### src/logic/status_flag_pkg.sv
// constants and operation codes for the status flag logic
package status_flag_pkg;
  localparam logic [7:0] POWER_CTRL_ADDR = 8'h87;
  localparam logic [7:0] STATUS_WORD_ADDR = 8'hd0;
  localparam int STATUS_CARRY_BIT = 7;
  localparam int STATUS_AUX_BIT = 6;
  localparam int STATUS_USER0_BIT = 5;
  localparam int STATUS_OVF_BIT = 2;
  localparam int STATUS_USER1_BIT = 1;
  localparam int STATUS_PARITY_BIT = 0;
  localparam int POWER_GEN1_BIT = 3;
  localparam int POWER_GEN0_BIT = 2;
  localparam logic FLAG_RESET = 1'b0;
  localparam logic [7:0] RDATA_RESET = 8'h00;
  localparam logic [7:0] BYTE_MAX = 8'hff;
  localparam logic [3:0] BCD_DIGIT_MAX = 4'h9;
  localparam logic [7:0] BCD_LOW_FIX = 8'h06;
  localparam logic [7:0] BCD_HIGH_FIX = 8'h60;

  typedef enum logic [4:0] {
    op_none,
    op_add,
    op_addc,
    op_subb,
    op_mul,
    op_div,
    op_da,
    op_rrc,
    op_rlc,
    op_clr_c,
    op_setb_c,
    op_cpl_c,
    op_anl_c,
    op_anl_c_inv,
    op_orl_c,
    op_orl_c_inv,
    op_mov_c,
    op_cjne
  } op_t;
endpackage : status_flag_pkg

### src/logic/parity_tree.sv
// accumulator parity as a chain of xor stages
`timescale 1ns/10ps
module parity_tree
  import status_flag_pkg::*;
#(
  parameter int WIDTH = 8
) (
  input wire logic [WIDTH-1:0] data_in,
  output logic odd_ones
);
  logic [WIDTH:0] chain;

  assign chain[0] = 1'b0;
  generate
    for (genvar i = 0; i < WIDTH; i++) begin : g_stage
      assign chain[i+1] = chain[i] ^ data_in[i];
    end
  endgenerate
  assign odd_ones = chain[WIDTH];
endmodule : parity_tree

### src/logic/arith_flags.sv
// carry, aux carry and overflow outcomes of the arithmetic operations
`timescale 1ns/10ps
module arith_flags
  import status_flag_pkg::*;
(
  input op_t op_code,
  input wire logic [7:0] operand_a,
  input wire logic [7:0] operand_b,
  input wire logic carry_in,
  output logic carry_out,
  output logic aux_out,
  output logic overflow_out
);
  logic cin;
  logic [8:0] full_sum;
  logic [7:0] low7_sum;
  logic [4:0] nib_sum;
  logic [8:0] full_diff;
  logic [7:0] low7_diff;
  logic [4:0] nib_diff;
  logic [15:0] product;
  logic is_sub;

  assign is_sub = (op_code == op_subb);
  assign cin = (op_code == op_add) ? 1'b0 : carry_in;
  assign full_sum = {1'b0, operand_a} + {1'b0, operand_b} + {8'h00, cin};
  assign low7_sum = {1'b0, operand_a[6:0]} + {1'b0, operand_b[6:0]} + {7'h00, cin};
  assign nib_sum = {1'b0, operand_a[3:0]} + {1'b0, operand_b[3:0]} + {4'h0, cin};
  assign full_diff = {1'b0, operand_a} - {1'b0, operand_b} - {8'h00, cin};
  assign low7_diff = {1'b0, operand_a[6:0]} - {1'b0, operand_b[6:0]} - {7'h00, cin};
  assign nib_diff = {1'b0, operand_a[3:0]} - {1'b0, operand_b[3:0]} - {4'h0, cin};
  assign product = operand_a * operand_b;

  always_comb begin
    carry_out = 1'b0;
    aux_out = 1'b0;
    overflow_out = 1'b0;
    case (op_code)
      op_add, op_addc, op_subb: begin
        carry_out = is_sub ? full_diff[8] : full_sum[8];
        aux_out = is_sub ? nib_diff[4] : nib_sum[4];
        overflow_out = is_sub ? (low7_diff[7] ^ full_diff[8])
                              : (low7_sum[7] ^ full_sum[8]);
      end
      op_mul: begin
        overflow_out = (product > {8'h00, BYTE_MAX});
      end
      op_div: begin
        overflow_out = (operand_b == 8'h00);
      end
      default: begin
        carry_out = 1'b0;
      end
    endcase
  end
endmodule : arith_flags

### src/logic/status_flag_logic.sv
// status word and general flag registers with their update logic
`timescale 1ns/10ps
module status_flag_logic
  import status_flag_pkg::*;
(
  input wire logic mclk,
  input wire logic reset_n,
  input wire logic [7:0] reg_addr,
  input wire logic [7:0] reg_wdata,
  input wire logic reg_wr,
  input wire logic reg_rd,
  output logic [7:0] reg_rdata,
  input wire logic op_commit,
  input op_t op_code,
  input wire logic [7:0] operand_a,
  input wire logic [7:0] operand_b,
  input wire logic bit_in,
  input wire logic [7:0] acc_value,
  output logic carry_flag,
  output logic aux_carry_flag,
  output logic overflow_flag,
  output logic parity_flag,
  output logic user_flag_zero,
  output logic user_flag_one,
  output logic general_flag_one,
  output logic general_flag_zero
);
  // flag storage
  logic carry_reg;
  logic carry_next;
  logic aux_reg;
  logic aux_next;
  logic ovf_reg;
  logic ovf_next;
  logic parity_reg;
  logic parity_next;
  logic user0_reg;
  logic user0_next;
  logic user1_reg;
  logic user1_next;
  logic gen1_reg;
  logic gen1_next;
  logic gen0_reg;
  logic gen0_next;
  logic [7:0] rdata_reg;
  logic [7:0] rdata_next;

  // register decode
  logic hit_status;
  logic hit_power;
  logic status_write;
  logic power_write;
  logic status_read;
  logic power_read;
  logic [7:0] status_view;
  logic [7:0] power_view;
  logic [7:0] read_mux;

  // field values carried by a software write
  logic wr_carry_bit;
  logic wr_aux_bit;
  logic wr_ovf_bit;
  logic wr_user0_bit;
  logic wr_user1_bit;
  logic wr_gen1_bit;
  logic wr_gen0_bit;

  // operation decode
  logic op_is_arith;
  logic op_is_muldiv;
  logic op_is_carry_only;
  logic op_is_da;
  logic updates_carry;
  logic updates_ovf;
  logic updates_aux;

  // computed outcomes
  logic arith_carry;
  logic arith_aux;
  logic arith_ovf;
  logic acc_odd;
  logic bit_carry;
  logic da_low_fix;
  logic [8:0] da_low_sum;
  logic da_high_fix;
  logic da_carry;
  logic cjne_carry;
  logic op_carry;

  arith_flags u_arith (
    .op_code(op_code),
    .operand_a(operand_a),
    .operand_b(operand_b),
    .carry_in(carry_reg),
    .carry_out(arith_carry),
    .aux_out(arith_aux),
    .overflow_out(arith_ovf)
  );

  parity_tree #(
    .WIDTH(8)
  ) u_parity (
    .data_in(acc_value),
    .odd_ones(acc_odd)
  );

  // register address decode
  assign hit_status = (reg_addr == STATUS_WORD_ADDR);
  assign hit_power = (reg_addr == POWER_CTRL_ADDR);
  assign status_write = reg_wr & hit_status;
  assign power_write = reg_wr & hit_power;
  assign status_read = reg_rd & hit_status;
  assign power_read = reg_rd & hit_power;

  // write data split into the fields that this block stores
  assign wr_carry_bit = reg_wdata[STATUS_CARRY_BIT];
  assign wr_aux_bit = reg_wdata[STATUS_AUX_BIT];
  assign wr_ovf_bit = reg_wdata[STATUS_OVF_BIT];
  assign wr_user0_bit = reg_wdata[STATUS_USER0_BIT];
  assign wr_user1_bit = reg_wdata[STATUS_USER1_BIT];
  assign wr_gen1_bit = reg_wdata[POWER_GEN1_BIT];
  assign wr_gen0_bit = reg_wdata[POWER_GEN0_BIT];

  // status word as software sees it; bank select bits read as zero
  assign status_view = {
    carry_reg,
    aux_reg,
    user0_reg,
    2'b00,
    ovf_reg,
    user1_reg,
    parity_reg
  };

  // power control as seen here; fields outside this block read zero
  assign power_view = {
    4'h0,
    gen1_reg,
    gen0_reg,
    2'b00
  };

  assign read_mux = status_read ? status_view :
                    power_read ? power_view :
                    RDATA_RESET;

  // which flags the committed operation touches
  assign op_is_arith = (op_code == op_add) |
                       (op_code == op_addc) |
                       (op_code == op_subb);
  assign op_is_muldiv = (op_code == op_mul) |
                        (op_code == op_div);
  assign op_is_da = (op_code == op_da);
  assign op_is_carry_only = (op_code == op_da) |
                            (op_code == op_rrc) |
                            (op_code == op_rlc) |
                            (op_code == op_clr_c) |
                            (op_code == op_setb_c) |
                            (op_code == op_cpl_c) |
                            (op_code == op_anl_c) |
                            (op_code == op_anl_c_inv) |
                            (op_code == op_orl_c) |
                            (op_code == op_orl_c_inv) |
                            (op_code == op_mov_c) |
                            (op_code == op_cjne);
  assign updates_carry = op_commit & (op_is_arith | op_is_muldiv | op_is_carry_only);
  assign updates_ovf = op_commit & (op_is_arith | op_is_muldiv);
  assign updates_aux = op_commit & op_is_arith;

  // decimal adjust: carry set when the corrected sum passes 99
  assign da_low_fix = (operand_a[3:0] > BCD_DIGIT_MAX) | aux_reg;
  assign da_low_sum = {1'b0, operand_a} + (da_low_fix ? {1'b0, BCD_LOW_FIX} : 9'h000);
  assign da_high_fix = (da_low_sum[7:4] > BCD_DIGIT_MAX) | carry_reg | da_low_sum[8];
  assign da_carry = da_high_fix |
                    (({1'b0, da_low_sum[7:0]} + {1'b0, BCD_HIGH_FIX}) > {1'b0, BYTE_MAX});

  // compare: carry when first unsigned value is below the second
  assign cjne_carry = (operand_a < operand_b);

  // carry-only operations
  always_comb begin
    bit_carry = carry_reg;
    case (op_code)
      op_clr_c: begin
        bit_carry = 1'b0;
      end
      op_setb_c: begin
        bit_carry = 1'b1;
      end
      op_cpl_c: begin
        bit_carry = ~carry_reg;
      end
      op_anl_c: begin
        bit_carry = carry_reg & bit_in;
      end
      op_anl_c_inv: begin
        bit_carry = carry_reg & ~bit_in;
      end
      op_orl_c: begin
        bit_carry = carry_reg | bit_in;
      end
      op_orl_c_inv: begin
        bit_carry = carry_reg | ~bit_in;
      end
      op_mov_c: begin
        bit_carry = bit_in;
      end
      op_rrc: begin
        bit_carry = operand_a[0];
      end
      op_rlc: begin
        bit_carry = operand_a[7];
      end
      op_cjne: begin
        bit_carry = cjne_carry;
      end
      default: begin
        bit_carry = carry_reg;
      end
    endcase
  end

  // carry outcome of the committed operation
  always_comb begin
    op_carry = carry_reg;
    if (op_is_arith) begin
      op_carry = arith_carry;
    end else if (op_is_muldiv) begin
      op_carry = 1'b0;
    end else if (op_is_da) begin
      op_carry = da_carry;
    end else begin
      op_carry = bit_carry;
    end
  end

  // carry: an operation loads it, a status write overrides
  always_comb begin
    carry_next = carry_reg;
    if (updates_carry) begin
      carry_next = op_carry;
    end
    if (status_write) begin
      carry_next = wr_carry_bit;
    end
  end

  always_comb begin
    aux_next = aux_reg;
    if (updates_aux) begin
      aux_next = arith_aux;
    end
    if (status_write) begin
      aux_next = wr_aux_bit;
    end
  end

  always_comb begin
    ovf_next = ovf_reg;
    if (updates_ovf) begin
      ovf_next = arith_ovf;
    end
    if (status_write) begin
      ovf_next = wr_ovf_bit;
    end
  end

  // user and general flags change only by software
  always_comb begin
    user0_next = user0_reg;
    user1_next = user1_reg;
    if (status_write) begin
      user0_next = wr_user0_bit;
      user1_next = wr_user1_bit;
    end
  end

  always_comb begin
    gen1_next = gen1_reg;
    gen0_next = gen0_reg;
    if (power_write) begin
      gen1_next = wr_gen1_bit;
      gen0_next = wr_gen0_bit;
    end
  end

  // parity always follows the accumulator, a status write cannot change it
  assign parity_next = acc_odd;
  assign rdata_next = read_mux;

  always_ff @(posedge mclk) begin
    if (!reset_n) begin
      carry_reg <= FLAG_RESET;
      aux_reg <= FLAG_RESET;
      ovf_reg <= FLAG_RESET;
    end else begin
      carry_reg <= carry_next;
      aux_reg <= aux_next;
      ovf_reg <= ovf_next;
    end
  end

  always_ff @(posedge mclk) begin
    if (!reset_n) begin
      parity_reg <= FLAG_RESET;
      user0_reg <= FLAG_RESET;
      user1_reg <= FLAG_RESET;
    end else begin
      parity_reg <= parity_next;
      user0_reg <= user0_next;
      user1_reg <= user1_next;
    end
  end

  always_ff @(posedge mclk) begin
    if (!reset_n) begin
      gen1_reg <= FLAG_RESET;
      gen0_reg <= FLAG_RESET;
    end else begin
      gen1_reg <= gen1_next;
      gen0_reg <= gen0_next;
    end
  end

  // read data stand one cycle, zero otherwise
  always_ff @(posedge mclk) begin
    if (!reset_n) begin
      rdata_reg <= RDATA_RESET;
    end else begin
      rdata_reg <= rdata_next;
    end
  end

  // outputs straight from the flag flip-flops
  assign reg_rdata = rdata_reg;
  assign carry_flag = carry_reg;
  assign aux_carry_flag = aux_reg;
  assign overflow_flag = ovf_reg;
  assign parity_flag = parity_reg;
  assign user_flag_zero = user0_reg;
  assign user_flag_one = user1_reg;
  assign general_flag_one = gen1_reg;
  assign general_flag_zero = gen0_reg;
endmodule : status_flag_logic

### config.mk
export PLATFORM = sky130hd
export DESIGN_NAME = status_flag_logic
export DESIGN_NICKNAME = d
export VERILOG_FILES = /design/src/logic/status_flag_pkg.sv /design/src/logic/parity_tree.sv /design/src/logic/arith_flags.sv /design/src/logic/status_flag_logic.sv
export SDC_FILE = /design/constraint.sdc
export NUM_CORES = 1
export LEC_CHECK = 0
export BUFFER_PORTS_ARGS = -buffer_cell sky130_fd_sc_hd__buf_2
export CAP_MARGIN = 20
export CORE_MARGIN = 3
export CORE_UTILIZATION = 60
export CTS_BUF_LIST = sky130_fd_sc_hd__clkbuf_8
export CTS_CLUSTER_DIAMETER = 150
export DETAILED_ROUTE_END_ITERATION = 6
export PLACE_DENSITY = 0.88
export SYNTH_ARGS = -nofsm -noshare
export SYNTH_HDL_FRONTEND = slang
export SYNTH_SLANG_ARGS = --single-unit
### constraint.sdc
create_clock -name mclk -period 16.65 [get_ports mclk]
set_input_delay 2.4975 -clock mclk [delete_from_list [all_inputs] [get_ports mclk]]
set_output_delay 2.4975 -clock mclk [all_outputs]
set_load 0.01 [all_outputs]
# After elaboration in Yosys (flattened, before gate mapping)
# Index checks and enable logic that the tools add are counted.
[totals] reg_bits=16 in_bits=51 output_inout_bits=16
[op_classes] n_addsub=14 mul=1 magnitude_cmp=5 eq_ne=19 mux=20 bitwise_logic=44 reduce_logical=9
[op_table] op="equality test 5 x 4 -> 1 bit, second input constant" count=8
[op_table] op="OR 1 bit" count=22
[op_table] op="equality test 5 x 3 -> 1 bit, second input constant" count=4
[op_table] op="equality test 8 bit, second input constant" count=2
[op_table] op="> comparator 16 x 8 -> 1 bit, second input constant" count=1
[op_table] op="multiplier 8 x 8 -> 16 bit" count=1
[op_table] op="2-to-1 mux 1 bit" count=15
[op_table] op="nonzero test 15 bit" count=1
[op_table] op="one-hot mux 1 bit (11 select lines)" count=1
[op_table] op="equality test 5 x 2 -> 1 bit, second input constant" count=2
[op_table] op="equality test 5 bit, second input constant" count=2
[op_table] op="adder 8 x 3 -> 9 bit" count=1
[op_table] op="adder 8 x 7 -> 9 bit, second input constant" count=1
[op_table] op="adder 8 x 8 -> 9 bit" count=1
[op_table] op="adder 9 x 1 -> 9 bit" count=1
[op_table] op="bitwise AND 1 bit" count=9
[op_table] op="> comparator 9 x 8 -> 1 bit, second input constant" count=1
[op_table] op="subtractor 8 x 8 -> 9 bit" count=1
[op_table] op="subtractor 9 x 1 -> 9 bit" count=1
[op_table] op="XOR 1 bit" count=9
[op_table] op="adder 7 x 7 -> 8 bit" count=1
[op_table] op="adder 8 x 1 -> 8 bit" count=1
[op_table] op="> comparator 4 bit, second input constant" count=2
[op_table] op="logical NOT 8 bit" count=1
[op_table] op="17 further kinds" count=23

# Logic depth before layout (Yosys ltp)
# Gate-level depths: netlist of run 1.
[logic_depth] depth_word=16 depth_mapped=19 mapped_depth_nobuf=19

# By module
# From an unflattened synthesis of run 1, not the netlist that was laid out.
[unflattened] hier_cells=495 area_unflattened_um2=4092.7
[modules_own_cells] module="arith_flags" n_inst=1 cells_per_inst=332 area_each_um2=2695.1 seq_area_each_um2=0.0
[modules_own_cells] module="status_flag_logic" n_inst=1 cells_per_inst=156 area_each_um2=1336.3 seq_area_each_um2=300.3
[modules_own_cells] module="parity_tree" n_inst=1 cells_per_inst=7 area_each_um2=61.3 seq_area_each_um2=0.0

# Worst setup path after synthesis of run 1
# Ideal clock, no wire load.
[synth_timing] kind="in2reg" start="input operand_a[5]" end="register ovf_reg, in the netlist overflow_flag" setup_ns=0.070 arrival_time_ns=6.983 required_time_ns=16.580 path_slack_ns=9.598 stages=18 n_path_buf=1 path_cell_list="clkbuf_1 inv_1 nor2_1 fa_1 fa_1 fa_1 inv_1 fa_1 inv_1 ha_1 or3_1 or3_4 o2111ai_2 nand2_1 o2111a_1 a211o_1 a311o_1 a21oi_1"
[synth_via] elab_chain_cells=7
[synth_lines] item="start: declaration" line="status_flag_logic.sv:15" source="input wire logic [7:0] operand_a,"
[synth_lines] item="parallel branches: the longest is 4 deep, another holds multiplier 8 x 8 -> 16 bit"
[synth_lines] item="one-hot mux 1 bit (3 select lines) *" line="arith_flags.sv:38" source="case (op_code)"
[synth_lines] item="2-to-1 mux 1 bit *" line="status_flag_logic.sv:260" source="if (updates_ovf) begin"
[synth_lines] item="2-to-1 mux 1 bit *" line="status_flag_logic.sv:263" source="if (status_write) begin"
[synth_lines] item="end signal: assignment" line="status_flag_logic.sv:299" source="ovf_reg <= ovf_next;"
[synth_lines] item="end: declaration" line="status_flag_logic.sv:33" source="logic ovf_reg;"
# Mark *: on every way between the ends. The select of a mux whose other input is x is not followed.
# A chain may end at the register's enable or synchronous reset.

# Final worst setup path of run 1
[layout_timing] start="input operand_a[2]" end="register ovf_reg, in the netlist overflow_flag"
# The elaborated chain is that of the path after synthesis.

==> results.cfg, run 1 <==
[status]
outcome = completed

[pwr]
irDropWorstVdd_mv = 0.0553
post-layout-total-power_mw = 0.291
leakagePower_nw = 2.19
power_density_nw_per_um2 = 69.0

[global_routing]
antenna_found_initial = 0
grt_use_met2 = 0.411
maximum_number_of_pins_on_one_net_before_global_route_repair = 14
gr-usage-met1 = 0.363
globalRouteOverflowTotal = 0
first_pass_grt_wire_length_um = 15500
globalRoute.busiestLayer = met2
all_layer_global_routing_usage = 0.254
first_global_vias = 3516
globalRouteMet3Util = 0.0231

[worst_setup_path]
timing.critical_path.required_ps = 16770
worst_r2r_path_depth = 14
worst_ep_arrival_time_ps = 7540
regToRegEndpoint = carry_flag
worst_setup_path_endpoint = overflow_flag
critical_path.reg2reg.startpoint = aux_carry_flag
crit_start = operand_a[2]
critPathCaptureType = register
timing.critical_path.fanout_max = 9
setup.reg_to_reg.worst_slack_ps = 13250
worstSetupPathType = input port to register
critical_path.startpoint_type = input port

[floorplanning]
full_die_area_um2 = 7310
placementRows = 28
starting_utilization_of_the_core_area = 0.629
die_w_um = 85.5
coreArea_um2 = 6030
vertical_die_dimension_um = 85.5
io_pins = 67

[routing]
drt-pass1-iter-count = 6
wire_per_inst_um = 14.8
detail_route.iter0.violations = 308
drc_errors = 0
ant_nets = 0
post_drt_via_cell_ratio = 5.86
vias = 3611
routed_wl_um = 9090

[logic_synthesis]
synth_enable_flop_cells = 0
count_of_warnings_emitted_by_yosys = 0
ys_types = 53
synth_fp_nets = 637
post-synth-top-area-cell = sky130_fd_sc_hd__ha_1
synth.area.top_cells = sky130_fd_sc_hd__ha_1 23%, sky130_fd_sc_hd__fa_1 20%, sky130_fd_sc_hd__dfxtp_1 7.9%
syn-cell-area_um2 = 3790
synth_most_common_cell = sky130_fd_sc_hd__inv_1
post_synth.cell_area_avg_um2 = 7.90
synth_async_sr_flop_share = 0
syn_inst = 480
synth_top_flop_cell = sky130_fd_sc_hd__dfxtp_1
synth_common_cells = 74 x sky130_fd_sc_hd__inv_1, 69 x sky130_fd_sc_hd__ha_1, 61 x sky130_fd_sc_hd__nor2_1
synth.top_cell.area_share = 0.228
ys_seq_area_frac = 0.0792
synth-seq-cells = 15

[timing]
timing.final.crit_period_ps = 7420
unrepaired_setup_endpoints_after_global_routing = false
max_transition_margin = 0.596
worstMarginPinSlew_ps = 590
final_number_of_setup_violating_endpoints = 0
fmax_ghz = 0.135
timing.clock.skew_ps = 1.45
final_max_slew_viol_count = 0
setup_tns_ps = 0
portion_of_the_clock_cycle_consumed_by_the_worst_path_in_the_final_layout = 0.445
timing.final.hold_violations = 0

[clock_network]
clock_latency_ps = 240
ctsHtreeMaxLevel = 1
clock_tree.buffer_depth = 2
sinks_on_clock_net = 15
clk_root_buffer_cell = sky130_fd_sc_hd__clkbuf_8
cts.clk_slew.worst_paths_ps = 60
cts_resized = 0
post_cts_buffers = 0
hold_buffers = 0
cts_buffers = 3
tritoncts = done

[run]
drv.max_cap_violation_count = 0

[final_layout]
filler_cell_count = 469
insertedDiodeCount = 0
nets_final = 699
share_of_cells_above_drive_strength_1 = 0.139
areaGrowthSynthToFinish_pct = 11.3
final-instance-count-excl-fill = 616
layout.cell_area.non_filler_um2 = 4220

[place]
hpwl_um = 7710
postPlaceCellArea_um2 = 4180
gp_routability_congestion = 0.986
port-buffer-count = 63
placed_cells = 612

[worst_hold_path]
hp-class = register to register
-- worst max-delay path, cell delays in order --
cell and delay [ps]:
sky130_fd_sc_hd__buf_2 170, sky130_fd_sc_hd__clkinv_1 320, sky130_fd_sc_hd__nor2_1 250, sky130_fd_sc_hd__fa_1 450
sky130_fd_sc_hd__fa_1 520, sky130_fd_sc_hd__fa_1 550, sky130_fd_sc_hd__inv_1 60, sky130_fd_sc_hd__fa_1 530
sky130_fd_sc_hd__inv_1 40, sky130_fd_sc_hd__ha_1 230, sky130_fd_sc_hd__or3_1 390, sky130_fd_sc_hd__or2_2 320
sky130_fd_sc_hd__a21oi_1 240, sky130_fd_sc_hd__a21oi_1 70, sky130_fd_sc_hd__a2111oi_0 540, sky130_fd_sc_hd__a311o_1 300
sky130_fd_sc_hd__a21oi_1 70
-- cell families after synthesis --
| family | after synthesis | synth area share |
|---|---|---|
| AO/OA/AOI/OAI | 77 | 0.133 |
| XOR/XNOR | 20 | 0.0462 |
| other | 1 | 0.000989 |
| AND/OR/NAND/NOR | 168 | 0.215 |
| buffers and inverters | 87 | 0.0871 |
| flip-flops | 15 | 0.0792 |
| adder cells (fa/ha/maj) | 106 | 0.423 |
| multiplexers | 6 | 0.0162 |
-- power by group --
part	total (mW)	leakage [nW]	internal [mW]	switching, mW
registers	0.0376	0.121	0.0368	0.000714
logic	0.225	2.04	0.0948	0.131
clock network	0.0281	0.0269	0.0163	0.0118
total	0.291	2.19	0.148	0.143
-- flip-flops by register name, summed over array words and instances (netlist names) --
name and count:
aux_carry_flag 1, parity_flag 1, general_flag_one 1, general_flag_zero 1, carry_flag 1, user_flag_zero 1
reg_rdata 7, overflow_flag 1, user_flag_one 1
-- cells in the final DEF (no fill, tap or decap), drive strengths merged, types with 14 or more instances in the layout --
| cell | instances |
|---|---|
| xnor2 | 14 |
| nor3 | 15 |
| fa | 37 |
| ha | 69 |
| inv | 77 |
| o21ai | 22 |
| a21oi | 19 |
| dfxtp | 15 |
| buf | 63 |
| nor2 | 61 |
| nand2 | 33 |
-- metrics by stage --
stage	setup WS (ps)	util	hold WS, ps
after global routing	9090	0.700	492
after floorplan	9600	-	485
after detailed placement	9080	0.693	449
after CTS	9330	0.700	470
final	9230	0.700	461
after global placement	9200	0.693	438
-- area by class of cell --
class                      instances  area [um2]  area share
multi-input combinational        378        3160       0.749
timing repair buffer              63         315      0.0747
inverter                          81         304      0.0720
sequential                        15         300      0.0712
tap                               75        93.8      0.0222
clock buffer                       3        41.3     0.00978
clock inverter                     1        3.75    0.000889
-- how the worst min path moves through the flow --
stage                   endpoint              from  cells past startpoint  slack, ps
global route        reg_rdata[0]       parity_flag                      1        490
detailed placement  reg_rdata[0]       parity_flag                      1        450
global placement    reg_rdata[0]       parity_flag                      1        440
floorplan           reg_rdata[3]  general_flag_one                      2        480
CTS                 reg_rdata[0]       parity_flag                      1        470
finish              reg_rdata[0]       parity_flag                      1        460
-- metal layers --
metal  part of all wire  wire, um
met1               0.44      4000
met2               0.47      4310
met3              0.064       584
met4              0.021       192
met5                  0         0
Note: power is estimated with default switching activity, not from simulation.
==> run 2, diff against run 1 <==
Settings changed: CORE_UTILIZATION 60 to 59, PLACE_DENSITY 0.88 to 0.87.
Clock period 16.65 ns to 7.1 ns, I/O delays scaled along.
==> run 2 against run 1 <==
Compared with the run above:
- cell count rose by 0.16%
- sequential power up 130%
- flip-flop and latch count unchanged
- largest cell class unchanged
- largest power group unchanged
==> results.cfg, run 2 (synthesis gave the netlist of run 1 again) <==
[routing]
drt-pass1-iter-count = 5
wire_per_inst_um = 14.5
vias = 3563
routed_wl_um = 8960
ant_nets = 0
detail_route.iter0.violations = 214
post_drt_via_cell_ratio = 5.77
drc_errors = 0

[floorplanning]
full_die_area_um2 = 7430
io_pins = 67
placementRows = 28
vertical_die_dimension_um = 86.2
coreArea_um2 = 6060
die_w_um = 86.2
starting_utilization_of_the_core_area = 0.626

[worst_setup_path]
timing.critical_path.fanout_max = 9
timing.critical_path.required_ps = 7230
setup.reg_to_reg.worst_slack_ps = 3650
worst_r2r_path_depth = 14
crit_start = operand_a[2]
critical_path.reg2reg.startpoint = aux_carry_flag
worst_setup_path_endpoint = overflow_flag
worstSetupPathType = input port to register
critPathCaptureType = register
critical_path.startpoint_type = input port
worst_ep_arrival_time_ps = 6010
regToRegEndpoint = carry_flag

[timing]
fmax_ghz = 0.170
max_transition_margin = 0.591
final_critical_path_setup_slack_ps = 1220
final_max_slew_viol_count = 0
worstMarginPinSlew_ps = 609
timing.final.crit_period_ps = 5880
final_number_of_setup_violating_endpoints = 0
unrepaired_setup_endpoints_after_global_routing = false
setup_tns_ps = 0
portion_of_the_clock_cycle_consumed_by_the_worst_path_in_the_final_layout = 0.828
timing.final.hold_violations = 0
timing.clock.skew_ps = 3.60
timing.hold.ws_ps = 461

[place]
place_worst_setup_slack_ps = 977
postPlaceCellArea_um2 = 4180
gp_routability_congestion = 1.01
placed_cells = 612
port-buffer-count = 63
hpwl_um = 7490

[global_routing]
maximum_number_of_pins_on_one_net_before_global_route_repair = 14
all_layer_global_routing_usage = 0.249
antenna_found_initial = 1
globalRouteOverflowTotal = 0
first_pass_grt_wire_length_um = 15400
first_global_vias = 3509

[pwr]
irDropWorstVdd_mv = 0.137
post-layout-total-power_mw = 0.680
power_density_nw_per_um2 = 161
leakagePower_nw = 2.19

[final_layout]
share_of_cells_above_drive_strength_1 = 0.139
layout.cell_area.non_filler_um2 = 4220
finish.utilization = 0.697
nets_final = 699
layout_common_cells = 75 x sky130_fd_sc_hd__inv_1, 69 x sky130_fd_sc_hd__ha_1, 63 x sky130_fd_sc_hd__buf_2
layout_commonest_cell = sky130_fd_sc_hd__inv_1
largest_reg_flops = 7
final-instance-count-excl-fill = 617
filler_cell_count = 493
areaGrowthSynthToFinish_pct = 11.3

[clock_network]
clock_tree.buffer_depth = 2
clock_latency_ps = 240
sinks_on_clock_net = 15
ctsHtreeMaxLevel = 1
cts_buffers = 3
cts_resized = 0
cts.clk_slew.worst_paths_ps = 60
clk_root_buffer_cell = sky130_fd_sc_hd__clkbuf_8
post_cts_buffers = 0
tritoncts = done
hold_buffers = 0

[worst_hold_path]
hp-class = register to register

[status]
outcome = completed

[run]
drv.max_cap_violation_count = 0
==> run 2: critical path: stages <==
cell and delay [ps]:
sky130_fd_sc_hd__buf_2 170, sky130_fd_sc_hd__clkinv_1 320, sky130_fd_sc_hd__nor2_1 250, sky130_fd_sc_hd__fa_1 450, sky130_fd_sc_hd__fa_1 520, sky130_fd_sc_hd__fa_1 540
sky130_fd_sc_hd__inv_1 50, sky130_fd_sc_hd__fa_1 520, sky130_fd_sc_hd__inv_1 50, sky130_fd_sc_hd__ha_1 240, sky130_fd_sc_hd__or3_1 390, sky130_fd_sc_hd__or3_4 360
sky130_fd_sc_hd__o211ai_1 220, sky130_fd_sc_hd__xnor2_1 90, sky130_fd_sc_hd__a2111oi_0 400, sky130_fd_sc_hd__a311o_1 290, sky130_fd_sc_hd__a21oi_1 80
==> run 2: area by class of cell <==
cell class	count	area (um2)	share of cell area
inverter	81	304	0.0720
sequential	15	300	0.0711
clock buffer	3	41.3	0.00978
clock inverter	1	3.75	0.000889
tap	75	93.8	0.0222
antenna	1	2.50	0.000593
multi-input combinational	378	3160	0.749
timing repair buffer	63	315	0.0747
==> run 2: metal layers <==
metal | wire (um) | track usage
met5 | 0 | 0
met4 | 66 | 0.0354
met3 | 675 | 0.0238
met2 | 4350 | 0.443
met1 | 3860 | 0.336
==> run 2: how the worst min path moves through the flow <==
stage	from	endpoint	slack (ps)	cells after the start
final	parity_flag	reg_rdata[0]	460	1
after global routing	parity_flag	reg_rdata[0]	490	1
after CTS	parity_flag	reg_rdata[0]	460	1
after detailed placement	parity_flag	reg_rdata[0]	450	1
after global placement	parity_flag	reg_rdata[0]	440	1
after floorplan	general_flag_one	reg_rdata[3]	480	2
==> run 2: report_power, final <==
part	total [mW]	switching (mW)	internal [mW]
Sequential	0.0881	0.00174	0.0864
Combinational	0.526	0.304	0.222
Clock	0.0665	0.0283	0.0382
Total	0.680	0.334	0.346
==> run 3, diff against run 2 <==
Settings changed: ABC_AREA set to 1, CORE_UTILIZATION 59 to 60.
Clock period 7.1 ns to 5.45 ns, I/O delays scaled along.
==> run 3 against run 2 <==
Compared with the run above:
- clock skew down 2.3 ps
- hold slack got worse by 25 ps
- first-iteration DRC count rose by 38%
- critical path depth is 5 higher
- flip-flop and latch count unchanged
- global-route usage about the same
- total power up 32%
- largest cell class unchanged
==> results.cfg, run 3 <==
[status]
outcome = completed

[floorplanning]
full_die_area_um2 = 8000
die_w_um = 89.5
io_pins = 67
coreArea_um2 = 6530
starting_utilization_of_the_core_area = 0.640
placementRows = 29
vertical_die_dimension_um = 89.5

[logic_synthesis]
synth_common_cells = 169 x sky130_fd_sc_hd__inv_1, 145 x sky130_fd_sc_hd__nand2_1, 69 x sky130_fd_sc_hd__ha_1
post-synth-top-area-cell = sky130_fd_sc_hd__ha_1
synth_enable_flop_cells = 0
ys_types = 39
ys_seq_area_frac = 0.0719
syn-cell-area_um2 = 4180
synth_top_flop_cell = sky130_fd_sc_hd__dfxtp_1
post_synth.cell_area_avg_um2 = 6.57
synth_fp_nets = 793
syn_inst = 636
synth-seq-cells = 15
synth_most_common_cell = sky130_fd_sc_hd__inv_1
count_of_warnings_emitted_by_yosys = 0
synth_async_sr_flop_share = 0
synth.top_cell.area_share = 0.207
synth.area.top_cells = sky130_fd_sc_hd__ha_1 21%, sky130_fd_sc_hd__fa_1 18%, sky130_fd_sc_hd__inv_1 15%

[global_routing]
grt_use_met2 = 0.442
first_global_vias = 3837
globalRoute.busiestLayer = met2
maximum_number_of_pins_on_one_net_before_global_route_repair = 15
globalRouteOverflowTotal = 0
first_pass_grt_wire_length_um = 16200
gr-usage-met1 = 0.341
antenna_found_initial = 0
all_layer_global_routing_usage = 0.249
globalRouteMet3Util = 0.0175

[clock_network]
hold_buffers = 0
clk_root_buffer_cell = sky130_fd_sc_hd__clkbuf_8
clock_tree.buffer_depth = 2
cts_resized = 0
cts_buffers = 3
cts.clk_slew.worst_paths_ps = 60
tritoncts = done
post_cts_buffers = 0
sinks_on_clock_net = 15
ctsHtreeMaxLevel = 1
clock_latency_ps = 240

[worst_hold_path]
hp-class = register to register

[worst_setup_path]
critical_path.startpoint_type = input port
worst_path_largest_cell_delay_ps = 570
critical_path.most_common_cell = sky130_fd_sc_hd__nand2_1
crit_chain = buf_2 -> ha_1 -> fa_1 -> fa_1 -> fa_1 -> inv_1 -> fa_1 -> inv_1 -> ha_1 -> a21o_1 -> a21oi_1 -> nand2_1 -> nand2_1 -> nand2_1 -> nor2_1 -> nor2_1 -> nor2_1 -> nand3_1 -> nand2_1 -> nand3_1 -> nand2_1 -> a21oi_2
worst_ep_arrival_time_ps = 5080
timing.critical_path.fanout_max = 11
timing.critical_path.required_ps = 5580
worstSetupPathType = input port to register
cell_with_the_largest_stage_delay_on_the_worst_path = sky130_fd_sc_hd__fa_1
critPathCaptureType = register

[timing]
timing.final.hold_violations = 0
portion_of_the_clock_cycle_consumed_by_the_worst_path_in_the_final_layout = 0.909
unrepaired_setup_endpoints_after_global_routing = false
final_max_slew_viol_count = 0
timing.final.crit_period_ps = 4950
setup_tns_ps = 0
fmax_ghz = 0.202
final_number_of_setup_violating_endpoints = 0
timing.hold.ws_ps = 437
timing.clock.skew_ps = 1.34

[final_layout]
share_of_cells_above_drive_strength_1 = 0.124
finish.utilization = 0.699
layout_commonest_cell = sky130_fd_sc_hd__inv_1
insertedDiodeCount = 0
areaGrowthSynthToFinish_pct = 9.22
layout.cell_area.non_filler_um2 = 4560
largest_reg_flops = 7
filler_cell_count = 573
nets_final = 845
layout_common_cells = 170 x sky130_fd_sc_hd__inv_1, 145 x sky130_fd_sc_hd__nand2_1, 69 x sky130_fd_sc_hd__ha_1

[run]
drv.max_cap_violation_count = 0

[pwr]
post-layout-total-power_mw = 0.899
power_density_nw_per_um2 = 197
leakagePower_nw = 2.87
irDropWorstVdd_mv = 0.147

[place]
gp_routability_congestion = 0.906
postPlaceCellArea_um2 = 4520
hpwl_um = 8160
port-buffer-count = 63

[routing]
wire_per_inst_um = 12.6
routed_wl_um = 9650
drt-pass1-iter-count = 6
detail_route.iter0.violations = 295
ant_nets = 0
vias = 4034
drc_errors = 0
post_drt_via_cell_ratio = 5.28
[run 3: changes by cell type after synthesis, moves of 7 or more]
cell and change:
sky130_fd_sc_hd__nand3_1 +25, sky130_fd_sc_hd__nand2_1 +112, sky130_fd_sc_hd__and2_1 -12, sky130_fd_sc_hd__nor2_1 -22
sky130_fd_sc_hd__nand2b_1 -7, sky130_fd_sc_hd__xnor2_1 -9, sky130_fd_sc_hd__o21ai_0 -11, sky130_fd_sc_hd__a21oi_1 +7
sky130_fd_sc_hd__inv_1 +95
[run 3: report_power, final]
group          total, mW  internal, mW  switching, mW
logic              0.699         0.271          0.428
clock network     0.0858        0.0498         0.0360
registers          0.114         0.112        0.00193
[run 3: layer usage]
metal  wire, um  part of all wire
met1       4220              0.44
met2       4730              0.49
met3        615             0.064
met4         82            0.0085
met5          0                 0
[run 3: final timing paths]
path | start | endpoint | slack (ps) | cells past startpoint
setup reg to reg | aux_carry_flag | carry_flag | 2580 | 18
setup / recovery | operand_a[4] | overflow_flag | 500 | 22
hold reg to reg | parity_flag | reg_rdata[0] | 440 | 2
hold / removal | parity_flag | reg_rdata[0] | 440 | 2
[run 3: through the flow]
stage	cells	setup slack [ps]
2_1_floorplan	636	752
3_3_place_gp	760	311
3_5_place_dp	760	277
4_1_cts	764	524
5_1_grt	764	173
6_report	764	496
[run 3: logic make-up after synthesis]
kind of cell               Yosys count  synth area share
AOI/OAI and AO/OA                   55            0.0766
other                                1          0.000897
adders and majority gates          106             0.384
DFF                                 15            0.0719
and+or+nand+nor                    249             0.255
xor gates and xnor gates            16            0.0335
buffers and inverters              194             0.178
[run 3: layout make-up]
class	count	area, um2	share of cell area
multi-input cells	427	3140	0.687
inverters	177	664	0.146
repair buffers	64	323	0.0707
flip-flops and latches	15	300	0.0658
well taps	77	96.3	0.0211
clock buffers	3	41.3	0.00905
clock inverters	1	3.75	0.000822
[run 3: critical path: cells and delay by family]
kind                     cells  cell delay (ps)
AO/OA/AOI/OAI                3              360
AND/OR/NAND/NOR             10              880
buffers and inverters        3              270
adder cells (fa/ha/maj)      6             2720
